--- src/logic/csi_defines.vh ---
// Constants and behaviour summary for the clocked serial interface
// Behaviour
// - Eight-bit shift register, four-bit mode register, three-bit bit counter.
// - Low mode bits 000 stop serial operation; all three pins are port inputs.
// - Mode 010 drives system clock, 011 drives timer-out on clock pin; no shifting.
// - Mode 100 shifts with external clock input; data in and data out active.
// - Mode 110 shifts on system clock, 111 on timer-out, clock driven out.
// - Mode bit 3 selects transfer interrupt (0) or external pin interrupt (1).
// - Input sampled on serial clock rise; output changes after serial clock fall.
`ifndef CSI_DEFINES_VH
`define CSI_DEFINES_VH

// Register byte offsets
`define CSI_OFS_MODE      4'h0
`define CSI_OFS_DATA      4'h4
`define CSI_OFS_STATUS    4'h8
`define CSI_OFS_MASK      4'hc
`define CSI_OFS_PORT      4'h0
`define CSI_ADDR_W        5
`define CSI_OFS_PORTREG   5'h10

// Reset values
`define CSI_MODE_RST      4'h0
`define CSI_DATA_RST      8'h00
`define CSI_MASK_RST      2'h0

// Mode field
`define CSI_MODE_SEL_BIT  3
`define CSI_MODE_STOP     3'h0
`define CSI_MODE_PHI_OUT  3'h2
`define CSI_MODE_TMR_OUT  3'h3
`define CSI_MODE_EXT      3'h4
`define CSI_MODE_PHI      3'h6
`define CSI_MODE_TMR      3'h7

// Status and mask bit positions
`define CSI_ST_XFER       0
`define CSI_ST_EXT        1

// Port register bit positions
`define CSI_PT_SCK        0
`define CSI_PT_SO         1
`define CSI_PT_SI         2
`define CSI_PT_BUSY       3

// Half period of the internal system clock, in clk cycles
`define CSI_PHI_HALF      4'h4

// Bus responses
`define CSI_RESP_OKAY     2'h0
`define CSI_RESP_SLVERR   2'h2

`endif

--- src/logic/csi_serial.v ---
// Clocked serial interface with AXI4-Lite register access
//
// Added by the designer: the AXI4-Lite slave port and the register offsets.
`include "csi_defines.vh"

module csi_serial (
	input  wire        clk,
	input  wire        reset,
	input  wire [4:0]  s_axi_awaddr,
	input  wire        s_axi_awvalid,
	output wire        s_axi_awready,
	input  wire [31:0] s_axi_wdata,
	input  wire [3:0]  s_axi_wstrb,
	input  wire        s_axi_wvalid,
	output wire        s_axi_wready,
	output wire [1:0]  s_axi_bresp,
	output wire        s_axi_bvalid,
	input  wire        s_axi_bready,
	input  wire [4:0]  s_axi_araddr,
	input  wire        s_axi_arvalid,
	output wire        s_axi_arready,
	output wire [31:0] s_axi_rdata,
	output wire [1:0]  s_axi_rresp,
	output wire        s_axi_rvalid,
	input  wire        s_axi_rready,
	input  wire        si_i,
	input  wire        so_i,
	output wire        so_o,
	output wire        so_oe,
	input  wire        sck_i,
	output wire        sck_o,
	output wire        sck_oe,
	input  wire        ext_int_i,
	input  wire        timer_out_signal,
	output wire        irq
);

	// Register file
	reg  [3:0]  mode_r;
	reg  [7:0]  shreg_r;
	reg  [2:0]  bitcnt_r;
	reg         busy_r;
	reg  [1:0]  status_r;
	reg  [1:0]  mask_r;

	// Bus slave state
	reg         awready_r;
	reg         wready_r;
	reg         bvalid_r;
	reg  [1:0]  bresp_r;
	reg  [4:0]  awaddr_r;
	reg  [31:0] wdata_r;
	reg  [3:0]  wstrb_r;
	reg         arready_r;
	reg         rvalid_r;
	reg  [31:0] rdata_r;
	reg  [1:0]  rresp_r;

	// Pin side
	reg  [2:0]  sck_sy_r;
	reg  [2:0]  si_sy_r;
	reg  [2:0]  so_sy_r;
	reg  [2:0]  int_sy_r;
	reg         sck_f_r;
	reg         si_f_r;
	reg         so_f_r;
	reg         int_f_r;
	reg         src_prev_r;
	reg  [3:0]  phi_cnt_r;
	reg         phi_r;
	reg         so_o_r;
	reg         so_oe_r;
	reg         sck_o_r;
	reg         sck_oe_r;
	reg         irq_r;

	wire [2:0]  mode_lo   = mode_r[2:0];
	wire        sel_ext   = mode_r[`CSI_MODE_SEL_BIT];
	wire        shift_md  = (mode_lo == `CSI_MODE_EXT) || (mode_lo == `CSI_MODE_PHI) ||
				(mode_lo == `CSI_MODE_TMR);
	wire        int_clk   = (mode_lo == `CSI_MODE_PHI) || (mode_lo == `CSI_MODE_TMR);

	// Shift clock source per mode
	reg         src;
	always @* begin
		case (mode_lo)
			`CSI_MODE_EXT: src = sck_f_r;
			`CSI_MODE_PHI: src = phi_r;
			`CSI_MODE_TMR: src = timer_out_signal;
			default:       src = 1'b1;
		endcase
	end

	wire        src_rise  = src & ~src_prev_r;
	wire        src_fall  = ~src & src_prev_r;
	wire        do_rise   = busy_r & shift_md & src_rise;
	wire        xfer_done = do_rise & (bitcnt_r == 3'h7);
	wire        ext_evt   = int_f_r == 1'b0 && int_sy_r[2] == 1'b1 && int_sy_r[1] == 1'b1;

	wire        aw_hs     = s_axi_awvalid & awready_r;
	wire        w_hs      = s_axi_wvalid & wready_r;
	wire        wr_go     = ~awready_r & ~wready_r & ~bvalid_r;
	wire        ar_hs     = s_axi_arvalid & arready_r;
	wire        wr_low    = wstrb_r[0];
	wire        wr_mode   = wr_go & wr_low & (awaddr_r == {1'b0, `CSI_OFS_MODE});
	wire        wr_data   = wr_go & wr_low & (awaddr_r == {1'b0, `CSI_OFS_DATA});
	wire        wr_mask   = wr_go & wr_low & (awaddr_r == {1'b0, `CSI_OFS_MASK});
	wire        wr_hit    = (awaddr_r == {1'b0, `CSI_OFS_MODE}) ||
				(awaddr_r == {1'b0, `CSI_OFS_DATA}) ||
				(awaddr_r == {1'b0, `CSI_OFS_STATUS}) ||
				(awaddr_r == {1'b0, `CSI_OFS_MASK}) ||
				(awaddr_r == `CSI_OFS_PORTREG);
	// Decoded on the aligned word, as the read mux does, so every alias of STATUS clears
	wire        rd_stat   = ar_hs & ({s_axi_araddr[4:2], 2'b00} == {1'b0, `CSI_OFS_STATUS});

	// Three-stage synchronisers; a new level counts once stages two and three agree
	always @(posedge clk or posedge reset) begin
		if (reset) begin
			sck_sy_r <= 3'h7;
			si_sy_r  <= 3'h0;
			so_sy_r  <= 3'h0;
			int_sy_r <= 3'h0;
			sck_f_r  <= 1'b1;
			si_f_r   <= 1'b0;
			so_f_r   <= 1'b0;
			int_f_r  <= 1'b0;
		end else begin
			sck_sy_r <= {sck_sy_r[1:0], sck_i};
			si_sy_r  <= {si_sy_r[1:0], si_i};
			so_sy_r  <= {so_sy_r[1:0], so_i};
			int_sy_r <= {int_sy_r[1:0], ext_int_i};
			if (sck_sy_r[1] == sck_sy_r[2]) begin
				sck_f_r <= sck_sy_r[2];
			end
			if (si_sy_r[1] == si_sy_r[2]) begin
				si_f_r <= si_sy_r[2];
			end
			if (so_sy_r[1] == so_sy_r[2]) begin
				so_f_r <= so_sy_r[2];
			end
			if (int_sy_r[1] == int_sy_r[2]) begin
				int_f_r <= int_sy_r[2];
			end
		end
	end

	// Internal system clock, a free running divider of clk
	always @(posedge clk or posedge reset) begin
		if (reset) begin
			phi_cnt_r <= 4'h0;
			phi_r     <= 1'b1;
		end else if (phi_cnt_r == `CSI_PHI_HALF - 4'h1) begin
			phi_cnt_r <= 4'h0;
			phi_r     <= ~phi_r;
		end else begin
			phi_cnt_r <= phi_cnt_r + 4'h1;
		end
	end

	// Shift engine
	always @(posedge clk or posedge reset) begin
		if (reset) begin
			shreg_r    <= `CSI_DATA_RST;
			bitcnt_r   <= 3'h0;
			busy_r     <= 1'b0;
			src_prev_r <= 1'b1;
			so_o_r     <= 1'b0;
		end else begin
			src_prev_r <= src;
			if (!shift_md) begin
				busy_r <= 1'b0;
			end else if (wr_data && !busy_r) begin
				shreg_r  <= wdata_r[7:0];
				bitcnt_r <= 3'h0;
				busy_r   <= 1'b1;
			end else if (do_rise) begin
				shreg_r  <= {shreg_r[6:0], si_f_r};
				bitcnt_r <= bitcnt_r + 3'h1;
				if (xfer_done) begin
					busy_r <= 1'b0;
				end
			end
			if (busy_r && shift_md && src_fall) begin
				so_o_r <= shreg_r[7];
			end
		end
	end

	// Pin drivers; output enable high while the pin is driven
	always @(posedge clk or posedge reset) begin
		if (reset) begin
			so_oe_r  <= 1'b0;
			sck_oe_r <= 1'b0;
			sck_o_r  <= 1'b1;
		end else begin
			so_oe_r <= shift_md;
			case (mode_lo)
				`CSI_MODE_PHI_OUT: begin
					sck_oe_r <= 1'b1;
					sck_o_r  <= phi_r;
				end
				`CSI_MODE_TMR_OUT: begin
					sck_oe_r <= 1'b1;
					sck_o_r  <= timer_out_signal;
				end
				`CSI_MODE_PHI, `CSI_MODE_TMR: begin
					sck_oe_r <= 1'b1;
					// Idle high so the partner sees no stray edges between bytes
					sck_o_r  <= busy_r ? src : 1'b1;
				end
				default: begin
					sck_oe_r <= 1'b0;
					sck_o_r  <= 1'b1;
				end
			endcase
		end
	end

	// Sticky status, mask and interrupt request
	always @(posedge clk or posedge reset) begin
		if (reset) begin
			status_r <= 2'h0;
			mask_r   <= `CSI_MASK_RST;
			mode_r   <= `CSI_MODE_RST;
			irq_r    <= 1'b0;
		end else begin
			// A set in the same cycle as the read wins over the clear
			status_r <= (rd_stat ? 2'h0 : status_r) | {ext_evt, xfer_done};
			if (wr_mask) begin
				mask_r <= wdata_r[1:0];
			end
			if (wr_mode) begin
				mode_r <= wdata_r[3:0];
			end
			if (sel_ext) begin
				irq_r <= status_r[`CSI_ST_EXT] & mask_r[`CSI_ST_EXT];
			end else begin
				irq_r <= status_r[`CSI_ST_XFER] & mask_r[`CSI_ST_XFER];
			end
		end
	end

	// Write channel: address and data taken in either order, then one response
	always @(posedge clk or posedge reset) begin
		if (reset) begin
			awready_r <= 1'b1;
			wready_r  <= 1'b1;
			bvalid_r  <= 1'b0;
			bresp_r   <= `CSI_RESP_OKAY;
			awaddr_r  <= 5'h00;
			wdata_r   <= 32'h00000000;
			wstrb_r   <= 4'h0;
		end else begin
			if (aw_hs) begin
				awready_r <= 1'b0;
				awaddr_r  <= {s_axi_awaddr[4:2], 2'b00};
			end
			if (w_hs) begin
				wready_r <= 1'b0;
				wdata_r  <= s_axi_wdata;
				wstrb_r  <= s_axi_wstrb;
			end
			if (wr_go) begin
				bvalid_r <= 1'b1;
				bresp_r  <= wr_hit ? `CSI_RESP_OKAY : `CSI_RESP_SLVERR;
			end
			if (bvalid_r && s_axi_bready) begin
				bvalid_r  <= 1'b0;
				awready_r <= 1'b1;
				wready_r  <= 1'b1;
			end
		end
	end

	// Read channel: data one cycle after the address is taken
	always @(posedge clk or posedge reset) begin
		if (reset) begin
			arready_r <= 1'b1;
			rvalid_r  <= 1'b0;
			rdata_r   <= 32'h00000000;
			rresp_r   <= `CSI_RESP_OKAY;
		end else begin
			if (ar_hs) begin
				arready_r <= 1'b0;
				rvalid_r  <= 1'b1;
				rresp_r   <= `CSI_RESP_OKAY;
				case ({s_axi_araddr[4:2], 2'b00})
					{1'b0, `CSI_OFS_MODE}:   rdata_r <= {28'h0, mode_r};
					{1'b0, `CSI_OFS_DATA}:   rdata_r <= {24'h0, shreg_r};
					{1'b0, `CSI_OFS_STATUS}: rdata_r <= {30'h0, status_r};
					{1'b0, `CSI_OFS_MASK}:   rdata_r <= {30'h0, mask_r};
					`CSI_OFS_PORTREG: begin
						// Pin levels read as port inputs in stop mode
						rdata_r <= {28'h0, busy_r, si_f_r, so_f_r, sck_f_r};
					end
					default: begin
						rdata_r <= 32'h00000000;
						rresp_r <= `CSI_RESP_SLVERR;
					end
				endcase
			end
			if (rvalid_r && s_axi_rready) begin
				rvalid_r  <= 1'b0;
				arready_r <= 1'b1;
			end
		end
	end

	assign s_axi_awready = awready_r;
	assign s_axi_wready  = wready_r;
	assign s_axi_bvalid  = bvalid_r;
	assign s_axi_bresp   = bresp_r;
	assign s_axi_arready = arready_r;
	assign s_axi_rvalid  = rvalid_r;
	assign s_axi_rdata   = rdata_r;
	assign s_axi_rresp   = rresp_r;
	assign so_o          = so_o_r;
	assign so_oe         = so_oe_r;
	assign sck_o         = sck_o_r;
	assign sck_oe        = sck_oe_r;
	assign irq           = irq_r;

endmodule // csi_serial

--- config.mk ---
export PLATFORM = sky130hd
export DESIGN_NAME = csi_serial
export DESIGN_NICKNAME = d
export VERILOG_FILES = /design/src/logic/csi_serial.v
export VERILOG_INCLUDE_DIRS = /design/src /design/src/logic
export SDC_FILE = /design/constraint.sdc
export NUM_CORES = 1
export LEC_CHECK = 0
export BUFFER_PORTS_ARGS = -buffer_cell sky130_fd_sc_hd__buf_2
export CORE_MARGIN = 2
export CORE_UTILIZATION = 40
export DETAILED_ROUTE_END_ITERATION = 8
export PLACE_DENSITY = 0.64
export SLEW_MARGIN = 5
export SYNTH_ARGS = -nofsm -noshare
export SYNTH_HDL_FRONTEND = slang
export SYNTH_SLANG_ARGS = --single-unit
export TNS_END_PERCENT = 1
--- constraint.sdc ---
create_clock -name clk -period 5.65 [get_ports clk]
set_clock_uncertainty 0.2 [all_clocks]
set_input_delay 1.695 -clock clk [delete_from_list [all_inputs] [get_ports clk]]
set_output_delay 1.695 -clock clk [all_outputs]
set_load 0.1 [all_outputs]
==> results.yml <==
route:
  viasPerCell: 4.80
  ant_nets: 0
  drt_iter0_drc: 123
  drt_pre_antenna_iters: 4
  wl_per_cell_um: 13.1
  drcViolationCount: 0
  drt_wl_total_mm: 5.49
  num_vias: 2013
clock_tree:
  cts_tree: "built"
  cts_buffers: 9
  htreeDepth: 3
  cts_sinks: 74
  clk_latency_ns: 0.34
  cts_resized: 0
  max-clock-path-buffers: 2
  clk_root_buffer_cell: "clkbuf_8"
  clkTransAtPathRegs_ns: 0.07
  hold_buffers: 0
  cts_setup_buffers: 0
setup_path:
  worst_setup_path_start_kind: "input port"
  cp-end-kind: "flip-flop"
  critPathMaxFanout: 11
  required_ns: 5.73
  crit_type: "input port to flip-flop"
  worstPathArrival_ns: 3.38
yosys:
  ys.flop_type: "dfrtp_1"
  synth_compound_area_share_pct: 11.0
  synth_seq_cells: 74
  syn_inst: 264
  synth.area.top_cells: "dfrtp_1 50%, dfstp_2 8.3%, mux2_2 7.1%"
  synth_area_per_cell_um2: 12.1
  synth_top_area_share_pct: 50.3
  yosysUniqueCellTypes: 41
  syn_area_um2: 3180
  async_reset_ff_share_pct: 100
  synth_fa_ha_area_share_pct: 2.44
  yosysSeqAreaShare_pct: 58.6
  synth_top_family_by_area: "compound AO/OA/AOI/OAI gates"
  synth_largest_area_cell: "dfrtp_1"
  synth_edf_count: 0
  ys_warn_count: 0
  synthMuxAreaShare_pct: 8.65
  synth-xor-area-share_pct: 0.550
  synth_simple_gate_area_share_pct: 8.57
power:
  irDropWorstVdd_uv: 264
  switching_share_pct: 45.5
  power_frac_clock_pct: 19.9
  leakagePower_nw: 1.69
  power_density_nw_per_um2: 562
  pwr-share-comb_pct: 39.7
  power.total_mw: 2.02
  seq_power_share_pct: 40.4
  p_sw_mw: 0.921
  internal_power_mw: 1.10
placement:
  port_buffers: 46
  place_congestion: 0.750
  place_area_um2: 3400
  dp_hpwl_mm: 4.03
  placed_cells_incl_taps: 403
finish:
  stdcell_count: 419
  nFillCells: 731
  area_growth_pct: 13.0
  final_area_um2: 3600
  antenna_cells: 0
  final_nets: 373
  drive_above_1_share_pct: 31.5
global_route:
  overflow: 0
  track_usage_pct: 14.0
  grt_max_degree: 53
  antenna_found_initial: 0
  grt_pass1_wl_mm: 9.45
  grt_pass1_vias: 1936
sta:
  layout_min_cycle_time_ns: 3.30
  hold_viol: 0
  clock.fmax_ghz: 0.303
  grt_setup_unrepaired: "false"
  hold_slack_ns: 0.149
  final_max_slew_viol_count: 0
  slew_headroom_pct: 29.7
  setup_viol: 0
  tns_ns: 0
  tightest_slew_ns: 1.05
  period_share_pct: 58.4
floorplanning:
  fp.dieArea_um2: 8690
  ios: 104
  core-area_um2: 7730
  rows: 32
  start_util_pct: 41.2
  die_w_um: 93.2
  dieHeight_um: 93.2
job:
  cap_viol_max_count: 0
min_path:
  hold_path.class: "flip-flop to flip-flop"
run_status:
  outcome: "complete, no violations"
==> Yosys cell counts, types with 2 or more instances <==
library cell / number
o21ai_0: 15
inv_1: 19
nand3_1: 6
maj3_1: 4
nand2b_1: 3
dfrtp_1: 64
ha_1: 3
nor3_1: 11
a21oi_1: 4
a221oi_2: 6
nor2_1: 5
mux2_2: 20
mux2i_1: 5
a22o_1: 5
dfstp_2: 10
nor3b_1: 2
clkbuf_1: 6
buf_4: 26
nand3b_1: 2
o31ai_1: 6
buf_6: 2
nand2_1: 21
==> worst max-delay path, cell delays in order <==
cell and delay, ns:
buf_2 0.08, mux2i_1 0.11, a2111o_1 0.48, nor2_1 0.72, mux2_2 0.29
==> worst paths after layout <==
check / startpoint / to / slack (ns) / depth (start not counted)
worst max-delay path: timer_out_signal / bitcnt_r[0]$_DFFE_PP0P_ / 2.35 / 5
worst min-delay path: int_sy_r[0]$_DFF_PP0_ / int_sy_r[1]$_DFF_PP0_ / 0.15 / 0
worst max register to register: mode_r[0]$_DFFE_PP0P_ / bitcnt_r[0]$_DFFE_PP0P_ / 3.22 / 4
worst min register to register: int_sy_r[0]$_DFF_PP0_ / int_sy_r[1]$_DFF_PP0_ / 0.15 / 0
max in group asynchronous: reset / s_axi_wready$_DFFE_PP1P_ / 2.91 / 3
min in group asynchronous: reset / wdata_r[7]$_DFFE_PP0P_ / 1.40 / 2
==> layout by cell type, fill, tap and decap left out, types with 6 or more instances in the layout <==
cell      synthesis  routed
a221oi_2          6       6
buf_2             1      46
clkbuf_8          0      10
conb_1            1      26
dfrtp_1          64      64
dfstp_2          10      10
inv_1            19      18
mux2_2           20      20
nand2_1          21      21
nand3_1           6       6
nor3_1           11      11
o21ai_0          15      15
o31ai_1           6       6
==> cells by family after synthesis <==
group,after synthesis
flops,74
simple gates,55
buf+inv,55
compound gates,45
mux,25
fa+ha+maj,7
xor+xnor,2
other cells,1
==> sequential cells by signal, summed over array words and instances (netlist names), 2 cells and up <==
name,flops
phi_cnt_r,4
sck_sy_r,3
mask_r,2
so_sy_r,3
shreg_r,8
mode_r,4
int_sy_r,3
wdata_r,8
s_axi_rdata,8
si_sy_r,3
bitcnt_r,3
status_r,2
awaddr_r,3
==> power groups by stage <==
| stage | registers [mW] | logic, mW | clock network (mW) |
|---|---|---|---|
| 2_1_floorplan | 1.16 | 0.346 | 0 |
| 3_3_place_gp | 0.820 | 0.799 | 0 |
| 3_5_place_dp | 0.828 | 0.809 | 0 |
| 4_1_cts | 0.818 | 0.811 | 0.418 |
| 5_1_grt | 0.841 | 0.851 | 0.445 |
| 6_report | 0.817 | 0.804 | 0.402 |
==> layout make-up <==
| class | instances | area [µm²] | area share, % |
|---|---|---|---|
| sequential | 74 | 1860 | 51.8 |
| multi-input combinational | 160 | 1090 | 30.4 |
| timing repair buffer | 48 | 245 | 6.82 |
| clock buffer | 12 | 145 | 4.03 |
| tap | 102 | 128 | 3.55 |
| inverter | 19 | 71.3 | 1.98 |
| clock inverter | 4 | 51.3 | 1.43 |
==> metal layers <==
metal / part of all wire (%) / global-route usage, % / vias to the layer above
li1: - / - / 956
met1: 49 / 20.0 / 959
met2: 43 / 20.4 / 83
met3: 5.8 / 3.14 / 15
met4: 2.5 / 6.74 / 0
met5: 0 / 0 / -
==> metrics by stage <==
step / utilization (%) / worst slack, ns
6_report: 46.6 / 2.35
5_1_grt: 46.6 / 2.23
4_1_cts: 46.6 / 2.36
3_5_place_dp: 44.0 / 2.00
3_3_place_gp: 44.0 / 2.02
2_1_floorplan: - / 1.89
Power figures use the tool's default switching activity.
